[src/hw/ssrb_regs.svh]
// Register map, status bit positions and limits of the scale status bank
// Functional notes
// - Status bit 0: net weight exceeds one register
// - Status bit 1: gross weight exceeds one register
// - Status bit 2: flow rate exceeds one register
// - Bits 3,4,5: good zero display, gross, net
// - Bit 6 net mode, bit 7 motion
// - Bit 11: flow rate shown on display
// - Bit 12: net weight beyond six digits
// - Bit 13: gross weight beyond six digits
// - Gross weight register, valid with error zero
// - Net weight register, valid with error zero
// - Flow rate register, valid with error zero
// - Input signal in mV/V readable per scale
// - Four analog output values mirrored readable
// - Inputs 11-18, 21-28 into word one
// - Inputs 31-38, 41-48 into word two
// - Inputs 51-58, 61-68 into word three
// - Error code zero when healthy, 0..255
`ifndef SSRB_REGS_SVH
`define SSRB_REGS_SVH
`define SSRB_NSCALE        8
`define SSRB_NAOUT         4
`define SSRB_NDIN          48
`define SSRB_OFF_STATUS    3'h0
`define SSRB_OFF_GROSS     3'h1
`define SSRB_OFF_NET       3'h2
`define SSRB_OFF_FLOW      3'h3
`define SSRB_OFF_SIGNAL    3'h4
`define SSRB_OFF_ERROR     3'h5
`define SSRB_ANALOG_BASE   8'h40
`define SSRB_DIN_W0        8'h44
`define SSRB_DIN_W1        8'h45
`define SSRB_DIN_W2        8'h46
`define SSRB_BIT_NETOVF    0
`define SSRB_BIT_GROSSOVF  1
`define SSRB_BIT_FLOWOVF   2
`define SSRB_BIT_GZDISP    3
`define SSRB_BIT_GZGROSS   4
`define SSRB_BIT_GZNET     5
`define SSRB_BIT_NETMODE   6
`define SSRB_BIT_MOTION    7
`define SSRB_BIT_FLOWDISP  11
`define SSRB_BIT_NETPREC   12
`define SSRB_BIT_GROSSPREC 13
`define SSRB_UNUSED_MASK   16'hc700
`define SSRB_SIX_DIGIT_MAX 32'sh000f423f
`define SSRB_RESET_WORD    16'h0000
`endif

[src/hw/ssrb_pkg.sv]
// Types shared by the scale status bank and its users
`default_nettype none
package ssrb_pkg;
  // One scale's live values from the weighing engine
  typedef struct packed {
    logic signed [31:0] net;       // Net weight, scaled integer
    logic signed [31:0] gross;     // Gross weight, scaled integer
    logic signed [31:0] flow;      // Flow rate, scaled integer
    logic [15:0]        inSignal;  // Load cell signal, mV/V scaled
    logic [7:0]         errCode;   // Scale error code, zero when healthy
    logic               gzDisp;    // Good zero on displayed weight
    logic               gzGross;   // Good zero on gross
    logic               gzNet;     // Good zero on net
    logic               netMode;   // Net mode selected
    logic               motion;    // Weight unstable
    logic               flowShown; // Display shows flow rate
  } ssrb_scale_t;
  // Register request from the protocol engine
  typedef struct packed {
    logic       valid; // Request present this cycle
    logic       write; // Write attempt
    logic [7:0] addr;  // Register index
  } ssrb_req_t;
  // Answer one cycle later
  typedef struct packed {
    logic        valid; // Answer present
    logic        err;   // Illegal address or write
    logic [15:0] data;  // Read data
  } ssrb_rsp_t;
endpackage
`default_nettype wire

[src/hw/ssrb_bank.sv]
// Read-only register bank for the per-scale status, weights and I/O state
`timescale 1ns/1ps
`default_nettype none
`include "ssrb_regs.svh"
module ssrb_bank (
  input  wire logic                 clk,                        // 100 MHz clock
  input  wire logic                 rst_n,                      // Sync reset, low
  input  wire ssrb_pkg::ssrb_scale_t scaleIn [`SSRB_NSCALE],    // Live scale data
  input  wire logic [15:0]          aoutVal [`SSRB_NAOUT],      // Analog out values
  input  wire logic [47:0]          digIn,                      // Input pins, async
  input  wire ssrb_pkg::ssrb_req_t  req,                        // Register request
  output var ssrb_pkg::ssrb_rsp_t   rsp                         // Registered answer
);
  import ssrb_pkg::*;

  // True when a 32-bit value fits a signed 16-bit register
  function automatic logic ssrbFits16(input logic signed [31:0] v);
    return (v[31:15] == 17'h00000) || (v[31:15] == 17'h1ffff);
  endfunction

  // True when magnitude passes six decimal digits
  function automatic logic ssrbOver6(input logic signed [31:0] v);
    return (v > `SSRB_SIX_DIGIT_MAX) || (v < -`SSRB_SIX_DIGIT_MAX);
  endfunction

  // Saturate so a master never sees a wrapped weight
  function automatic logic [15:0] ssrbSat16(input logic signed [31:0] v);
    if (ssrbFits16(v)) begin
      return v[15:0];
    end
    return v[31] ? 16'h8000 : 16'h7fff;
  endfunction

  // Build one status word; unused bits stay zero
  function automatic logic [15:0] ssrbStatus(input ssrb_scale_t sc);
    logic [15:0] w;
    w = `SSRB_RESET_WORD;
    w[`SSRB_BIT_NETOVF]    = !ssrbFits16(sc.net);
    w[`SSRB_BIT_GROSSOVF]  = !ssrbFits16(sc.gross);
    w[`SSRB_BIT_FLOWOVF]   = !ssrbFits16(sc.flow);
    w[`SSRB_BIT_GZDISP]    = sc.gzDisp;
    w[`SSRB_BIT_GZGROSS]   = sc.gzGross;
    w[`SSRB_BIT_GZNET]     = sc.gzNet;
    w[`SSRB_BIT_NETMODE]   = sc.netMode;
    w[`SSRB_BIT_MOTION]    = sc.motion;
    w[`SSRB_BIT_FLOWDISP]  = sc.flowShown;
    w[`SSRB_BIT_NETPREC]   = ssrbOver6(sc.net);
    w[`SSRB_BIT_GROSSPREC] = ssrbOver6(sc.gross);
    return w;
  endfunction

  // Snapshot storage, one word per register
  logic [15:0] statusReg [`SSRB_NSCALE]; // Status words
  logic [15:0] grossReg  [`SSRB_NSCALE]; // Gross weights
  logic [15:0] netReg    [`SSRB_NSCALE]; // Net weights
  logic [15:0] flowReg   [`SSRB_NSCALE]; // Flow rates
  logic [15:0] sigReg    [`SSRB_NSCALE]; // Input signals
  logic [7:0]  errReg    [`SSRB_NSCALE]; // Error codes
  logic [15:0] aoutReg   [`SSRB_NAOUT];  // Analog mirrors
  logic [47:0] digMeta;                  // First sync stage
  logic [47:0] digSync;                  // Second sync stage
  ssrb_rsp_t   next_rsp;                 // Answer being built

  // Input pins cross into the clock domain through two flops
  always_ff @(posedge clk) begin
    if (!rst_n) begin
      digMeta <= 48'h000000000000;
      digSync <= 48'h000000000000;
    end else begin
      digMeta <= digIn;
      digSync <= digMeta;
    end
  end

  // Per-scale snapshot; all fields move on the same edge so one
  // read never mixes two samples of the same scale
  for (genvar s = 0; s < `SSRB_NSCALE; s++) begin : g_scale
    always_ff @(posedge clk) begin
      if (!rst_n) begin
        statusReg[s] <= `SSRB_RESET_WORD;
        grossReg[s]  <= `SSRB_RESET_WORD;
        netReg[s]    <= `SSRB_RESET_WORD;
        flowReg[s]   <= `SSRB_RESET_WORD;
        sigReg[s]    <= `SSRB_RESET_WORD;
        errReg[s]    <= 8'h00;
      end else begin
        statusReg[s] <= ssrbStatus(scaleIn[s]);
        grossReg[s]  <= ssrbSat16(scaleIn[s].gross);
        netReg[s]    <= ssrbSat16(scaleIn[s].net);
        flowReg[s]   <= ssrbSat16(scaleIn[s].flow);
        sigReg[s]    <= scaleIn[s].inSignal;
        errReg[s]    <= scaleIn[s].errCode;
      end
    end

  end

  // Analog output mirror, same snapshot timing as the scales
  for (genvar a = 0; a < `SSRB_NAOUT; a++) begin : g_aout
    always_ff @(posedge clk) begin
      if (!rst_n) begin
        aoutReg[a] <= `SSRB_RESET_WORD;
      end else begin
        aoutReg[a] <= aoutVal[a];
      end
    end
  end

  // Address decode; reads return snapshots, writes are refused and
  // change nothing because the bank holds no writable state
  always_comb begin
    next_rsp       = '0;
    next_rsp.valid = req.valid;
    if (req.valid && req.write) begin
      next_rsp.err = 1'b1;
    end else if (req.valid && (req.addr < `SSRB_ANALOG_BASE)) begin
      // Scale block: index bits 5:3 pick the scale, 2:0 the field
      unique case (req.addr[2:0])
        `SSRB_OFF_STATUS: begin
          next_rsp.data = statusReg[req.addr[5:3]];
        end
        `SSRB_OFF_GROSS: begin
          next_rsp.data = grossReg[req.addr[5:3]];
        end
        `SSRB_OFF_NET: begin
          next_rsp.data = netReg[req.addr[5:3]];
        end
        `SSRB_OFF_FLOW: begin
          next_rsp.data = flowReg[req.addr[5:3]];
        end
        `SSRB_OFF_SIGNAL: begin
          next_rsp.data = sigReg[req.addr[5:3]];
        end
        `SSRB_OFF_ERROR: begin
          next_rsp.data = {8'h00, errReg[req.addr[5:3]]};
        end
        default: begin
          next_rsp.err = 1'b1; // Gap in the scale block
        end
      endcase
    end else if (req.valid && (req.addr[7:2] == 6'(`SSRB_ANALOG_BASE >> 2))) begin
      next_rsp.data = aoutReg[req.addr[1:0]];
    end else if (req.valid) begin
      // Digital input words; pin order already matches bit order
      case (req.addr)
        `SSRB_DIN_W0: begin
          next_rsp.data = digSync[15:0];
        end
        `SSRB_DIN_W1: begin
          next_rsp.data = digSync[31:16];
        end
        `SSRB_DIN_W2: begin
          next_rsp.data = digSync[47:32];
        end
        default: begin
          next_rsp.err = 1'b1; // Unmapped index
        end
      endcase
    end
  end

  // Answer register; data only ever comes from a flop
  always_ff @(posedge clk) begin
    if (!rst_n) begin
      rsp <= '0;
    end else begin
      rsp <= next_rsp;
    end
  end
endmodule // ssrb_bank
`default_nettype wire

[config.mk]
export PLATFORM = sky130hd
export DESIGN_NAME = ssrb_bank
export DESIGN_NICKNAME = d
export VERILOG_FILES = /design/src/hw/ssrb_pkg.sv /design/src/hw/ssrb_bank.sv
export VERILOG_INCLUDE_DIRS = /design/src /design/src/hw
export SDC_FILE = /design/constraint.sdc
export NUM_CORES = 2
export LEC_CHECK = 0
export BUFFER_PORTS_ARGS = -buffer_cell sky130_fd_sc_hd__buf_4
export CAP_MARGIN = 20
export CORE_AREA = 2 2 452 454
export CTS_BUF_LIST = sky130_fd_sc_hd__clkbuf_4
export CTS_CLUSTER_SIZE = 8
export DETAILED_ROUTE_END_ITERATION = 8
export DIE_AREA = 0 0 454 456
export GPL_TIMING_DRIVEN = 0
export PLACE_DENSITY = 0.37
export SETUP_SLACK_MARGIN = 0.2
export SYNTH_ARGS = -nofsm -noshare
export SYNTH_HDL_FRONTEND = slang
export SYNTH_SLANG_ARGS = --single-unit
[constraint.sdc]
create_clock -name clk -period 7.5 [get_ports clk]
set_clock_uncertainty 0.1 [all_clocks]
set_input_delay 1.5 -clock clk [delete_from_list [all_inputs] [get_ports clk]]
set_output_delay 1.5 -clock clk [all_outputs]
set_load 0.05 [all_outputs]
==> results.rst <==
.. list-table::
   :header-rows: 1

   * - Metric
     - Value
   * - Outcome
     - finished, final reports clean
   * - Worst Path Required
     - 8.61 ns
   * - Overall fraction of global-route tracks in use
     - 22.3%
   * - Number of synthesized flops with an enable pin
     - 0
   * - Drt first-iter violations
     - 2066
   * - Clk buf depth
     - 4
   * - Flop and latch count out of synthesis
     - 842
   * - Overall via count from detail_route
     - 32508
   * - FF-to-FF End
     - rsp[5]$_SDFF_PP0_
   * - Horizontal die dimension
     - 454 um
   * - Final Max Slew Viols
     - 0
   * - Clock tree from TritonCTS
     - built
   * - Post-DP HPWL
     - 199000 um
   * - Number of stages on the worst hold path
     - 1
   * - Number of distinct library cells after synthesis
     - 61
   * - Root buffer cell
     - clkbuf_4
   * - Slew headroom
     - 19.8%
   * - Crit Path Max Fanout
     - 10
   * - Switching share of power
     - 28.2%
   * - Post-cts resize count
     - 0
   * - Top achievable clock speed
     - 0.234 GHz
   * - Top routing layer in use
     - met5
   * - First-pass GRT wire length
     - 307000 um
   * - Critical R2R Launch
     - netReg[3][5]$_SDFF_PN0_
   * - Fin cells
     - 7632
   * - Slew at the pin with the worst max-slew slack
     - 1.20 ns
   * - Worst hold path class
     - flop to flop
   * - Clock slew at reported path FFs
     - 0.06 ns
   * - Power per standard cell area
     - 224 mW/mm^2
   * - Amount of wire on met3 after detailed routing
     - 12300 um
   * - Core area
     - 0.202 sq mm
   * - H-tree levels
     - 5
   * - Vertical extent of the die
     - 456 um
   * - Critical Path Start Type
     - input pin
   * - CTS sink cnt
     - 842
   * - Final setup viols
     - 0
   * - Share of post-route cells with drive strength above 1
     - 37.6%
   * - Yosys warnings
     - 0
   * - Largest net degree at the start of global routing
     - 17
   * - Period utilization
     - 56.9%
   * - Power share of the sequential group
     - 43.7%
   * - Routability Congestion
     - 0.907
   * - Power share of the clock group
     - 41.9%
   * - Combinational group share of total power
     - 14.4%
   * - Number of maximum-capacitance violations
     - 0
   * - Setup TNS
     - 0 ns
   * - Register-to-register setup slack
     - 4.63 ns
   * - Worst setup slack after layout
     - 3.23 ns
   * - Post-CTS Hold Buffers
     - 0
   * - Depth of the most critical reg-to-reg path
     - 6
   * - Number of CTS-inserted buffers
     - 276
   * - Critical path capture point type
     - flop
   * - Buffers on Ports
     - 1146
   * - NumNets Final
     - 5895
   * - Die footprint
     - 0.207 sq mm
   * - Share of the yosys chip area belonging to registers
     - 50.9%
   * - Post-route antenna net violation count
     - 0
   * - Syn_nets
     - 4440
   * - First-pass iteration count of the detailed router
     - 7
   * - Via count normalized by instance count
     - 4.26
   * - Signed area change from the synthesized netlist to the final layout
     - 47.5%
   * - Sw Pwr
     - 0.00308 W
   * - Number of placed instances, taps included
     - 7156
   * - Max IR drop VDD
     - 0.136 mV
   * - Worst-Skew Late Latency
     - 1.34 ns
   * - Post-Synthesis Cell Area
     - 0.0331 sq mm
   * - Vias in the first global route
     - 34105
   * - Length of routed wiring on met1
     - 93300 um
   * - I/O pin count
     - 1150
   * - Critical path startpoint
     - req[4]
   * - Cells after Synth
     - 3308
   * - Leak Pwr
     - 20.0 nW
   * - Remaining routing DRC violations
     - 0
   * - Launch instance of the worst min-delay path
     - digMeta[18]$_SDFF_PN0_
   * - Critical path type
     - input pin to flop
   * - Drt wl/cell
     - 31.1 um
   * - Remaining Overflow, GRT
     - 0
   * - Number of rows in the core area
     - 165
   * - Routed WL
     - 237000 um
   * - Capture endpoint of the worst hold path
     - digSync[18]$_SDFF_PN0_
   * - Setup repair after global routing missed its margin
     - false
   * - Wire length on met2
     - 126000 um
   * - Number of failing hold endpoints at the final stage
     - 0
   * - Pre-CTS setup slack
     - 1.73 ns
   * - Arrival time at the worst endpoint
     - 5.37 ns
   * - Utilization of the core after routing
     - 24.2%
   * - Predominant post-synthesis flop cell
     - dfxtp_1
   * - Post-layout minimum cycle time
     - 4.27 ns
   * - Setup bufs post-CTS
     - 0
   * - Starting utilization of the core area
     - 16.4%
   * - Avg Cell Area, Syn
     - 10.0 sq um
   * - Async set-reset flop share out of synthesis
     - 0%
   * - Internal portion of total power
     - 0.00786 W
   * - Initial antenna violation count
     - 86
## metal layers
metal	global-route usage [%]	vias up
met5	0	-
met4	6.25	14
met3	4.44	342
met2	41.4	1325
met1	25.4	15944
li1	-	14883
## power groups by stage
stage | Sequential [W] | Combinational (W) | Clock, W
final | 0.00478 | 0.00157 | 0.00458
after global routing | 0.00480 | 0.00168 | 0.00500
after CTS | 0.00478 | 0.00162 | 0.00475
after detailed placement | 0.00488 | 0.00161 | 0
after global placement | 0.00488 | 0.00158 | 0
after floorplan | 0.00484 | 0.000535 | 0
## Yosys cell counts (12+ instances only)
master	instances	area [sq um]
a211oi_1	17	128
a21o_1	28	210
a21oi_1	290	1450
a22o_1	14	123
a22oi_1	33	248
a41oi_1	17	149
and2_1	419	2620
and4_1	13	114
buf_2	43	215
buf_6	12	135
clkbuf_1	142	533
dfxtp_1	842	16900
inv_1	27	101
mux2i_1	53	531
mux4_2	166	3740
nand2_1	299	1120
nand3_1	52	260
nand4_1	92	576
nor2_1	344	1290
nor3_1	49	245
nor3b_1	13	97.6
nor4_1	107	669
o21ai_0	61	305
o21bai_1	16	120
o22ai_1	12	75.1
or2_2	12	75.1
or4_1	19	143
## sequential cells by signal (all words and copies together) (netlist names)
name       count
grossReg     128
digMeta       48
errReg        64
statusReg     88
aoutReg       64
digSync       48
sigReg       128
flowReg      128
netReg       128
rsp           18
## layout by cell type (no fill, tap or decap), types with 52 or more instances in the layout
cell      Yosys  routed
and2_1      419     419
nand3_1      52      52
o21ai_0      61      61
dfxtp_1     842     842
nand2_1     299     299
clkbuf_1    142     133
mux2i_1      53      53
mux4_2      166     166
nor4_1      107     107
clkbuf_4      0     386
nand4_1      92      92
buf_4         6    1153
nor2_1      344     344
a21oi_1     290     290
## how the worst max path moves through the flow
stage | endpoint | depth (start not counted)
detailed placement | rsp[5]$_SDFF_PP0_ | 8
global placement | rsp[5]$_SDFF_PP0_ | 8
floorplan | rsp[6]$_SDFF_PP0_ | 8
CTS | rsp[5]$_SDFF_PP0_ | 8
global route | rsp[1]$_SDFF_PP0_ | 8
finish | rsp[5]$_SDFF_PP0_ | 8
## worst max-delay path, cell delays in order
cell and delay (ns):
buf_2 0.33, buf_2 0.63, clkbuf_2 0.78, mux4_2 0.45, a211oi_1 0.76, a31oi_1 0.38, nor4_1 0.40, nor2_1 0.08
## final cells by class
class | instances | area (sq um)
Fill cell | 22237 | 153000
Sequential cell | 842 | 16900
Multi-Input combinational cell | 2225 | 15200
Timing Repair Buffer | 1177 | 9110
Tap cell | 2672 | 3340
Clock buffer | 386 | 2900
Buffer | 213 | 1020
Clock inverter | 57 | 277
Inverter | 28 | 105
Antenna cell | 32 | 80.1
## cell families (layout without fill, tap and decap cells)
kind of cell,count (synthesis),count (layout),synth area share (%)
simple gates,1436,1436,22.2
flops,842,842,50.9
compound gates,561,561,10.3
buf+inv,241,1861,3.37
mux,228,228,13.2
other cells,0,32,0
## metrics by stage
stage	hold WS (ns)	total power [W]	instance area, sq um
4_1_cts	0.0966	0.0111	48800
5_1_grt	0.129	0.0115	48800
2_1_floorplan	0.312	0.00538	33100
3_5_place_dp	0.317	0.00649	45600
6_report	0.269	0.0109	48800
3_3_place_gp	0.315	0.00646	45100
No activity file was read; power rests on OpenSTA's default activity.
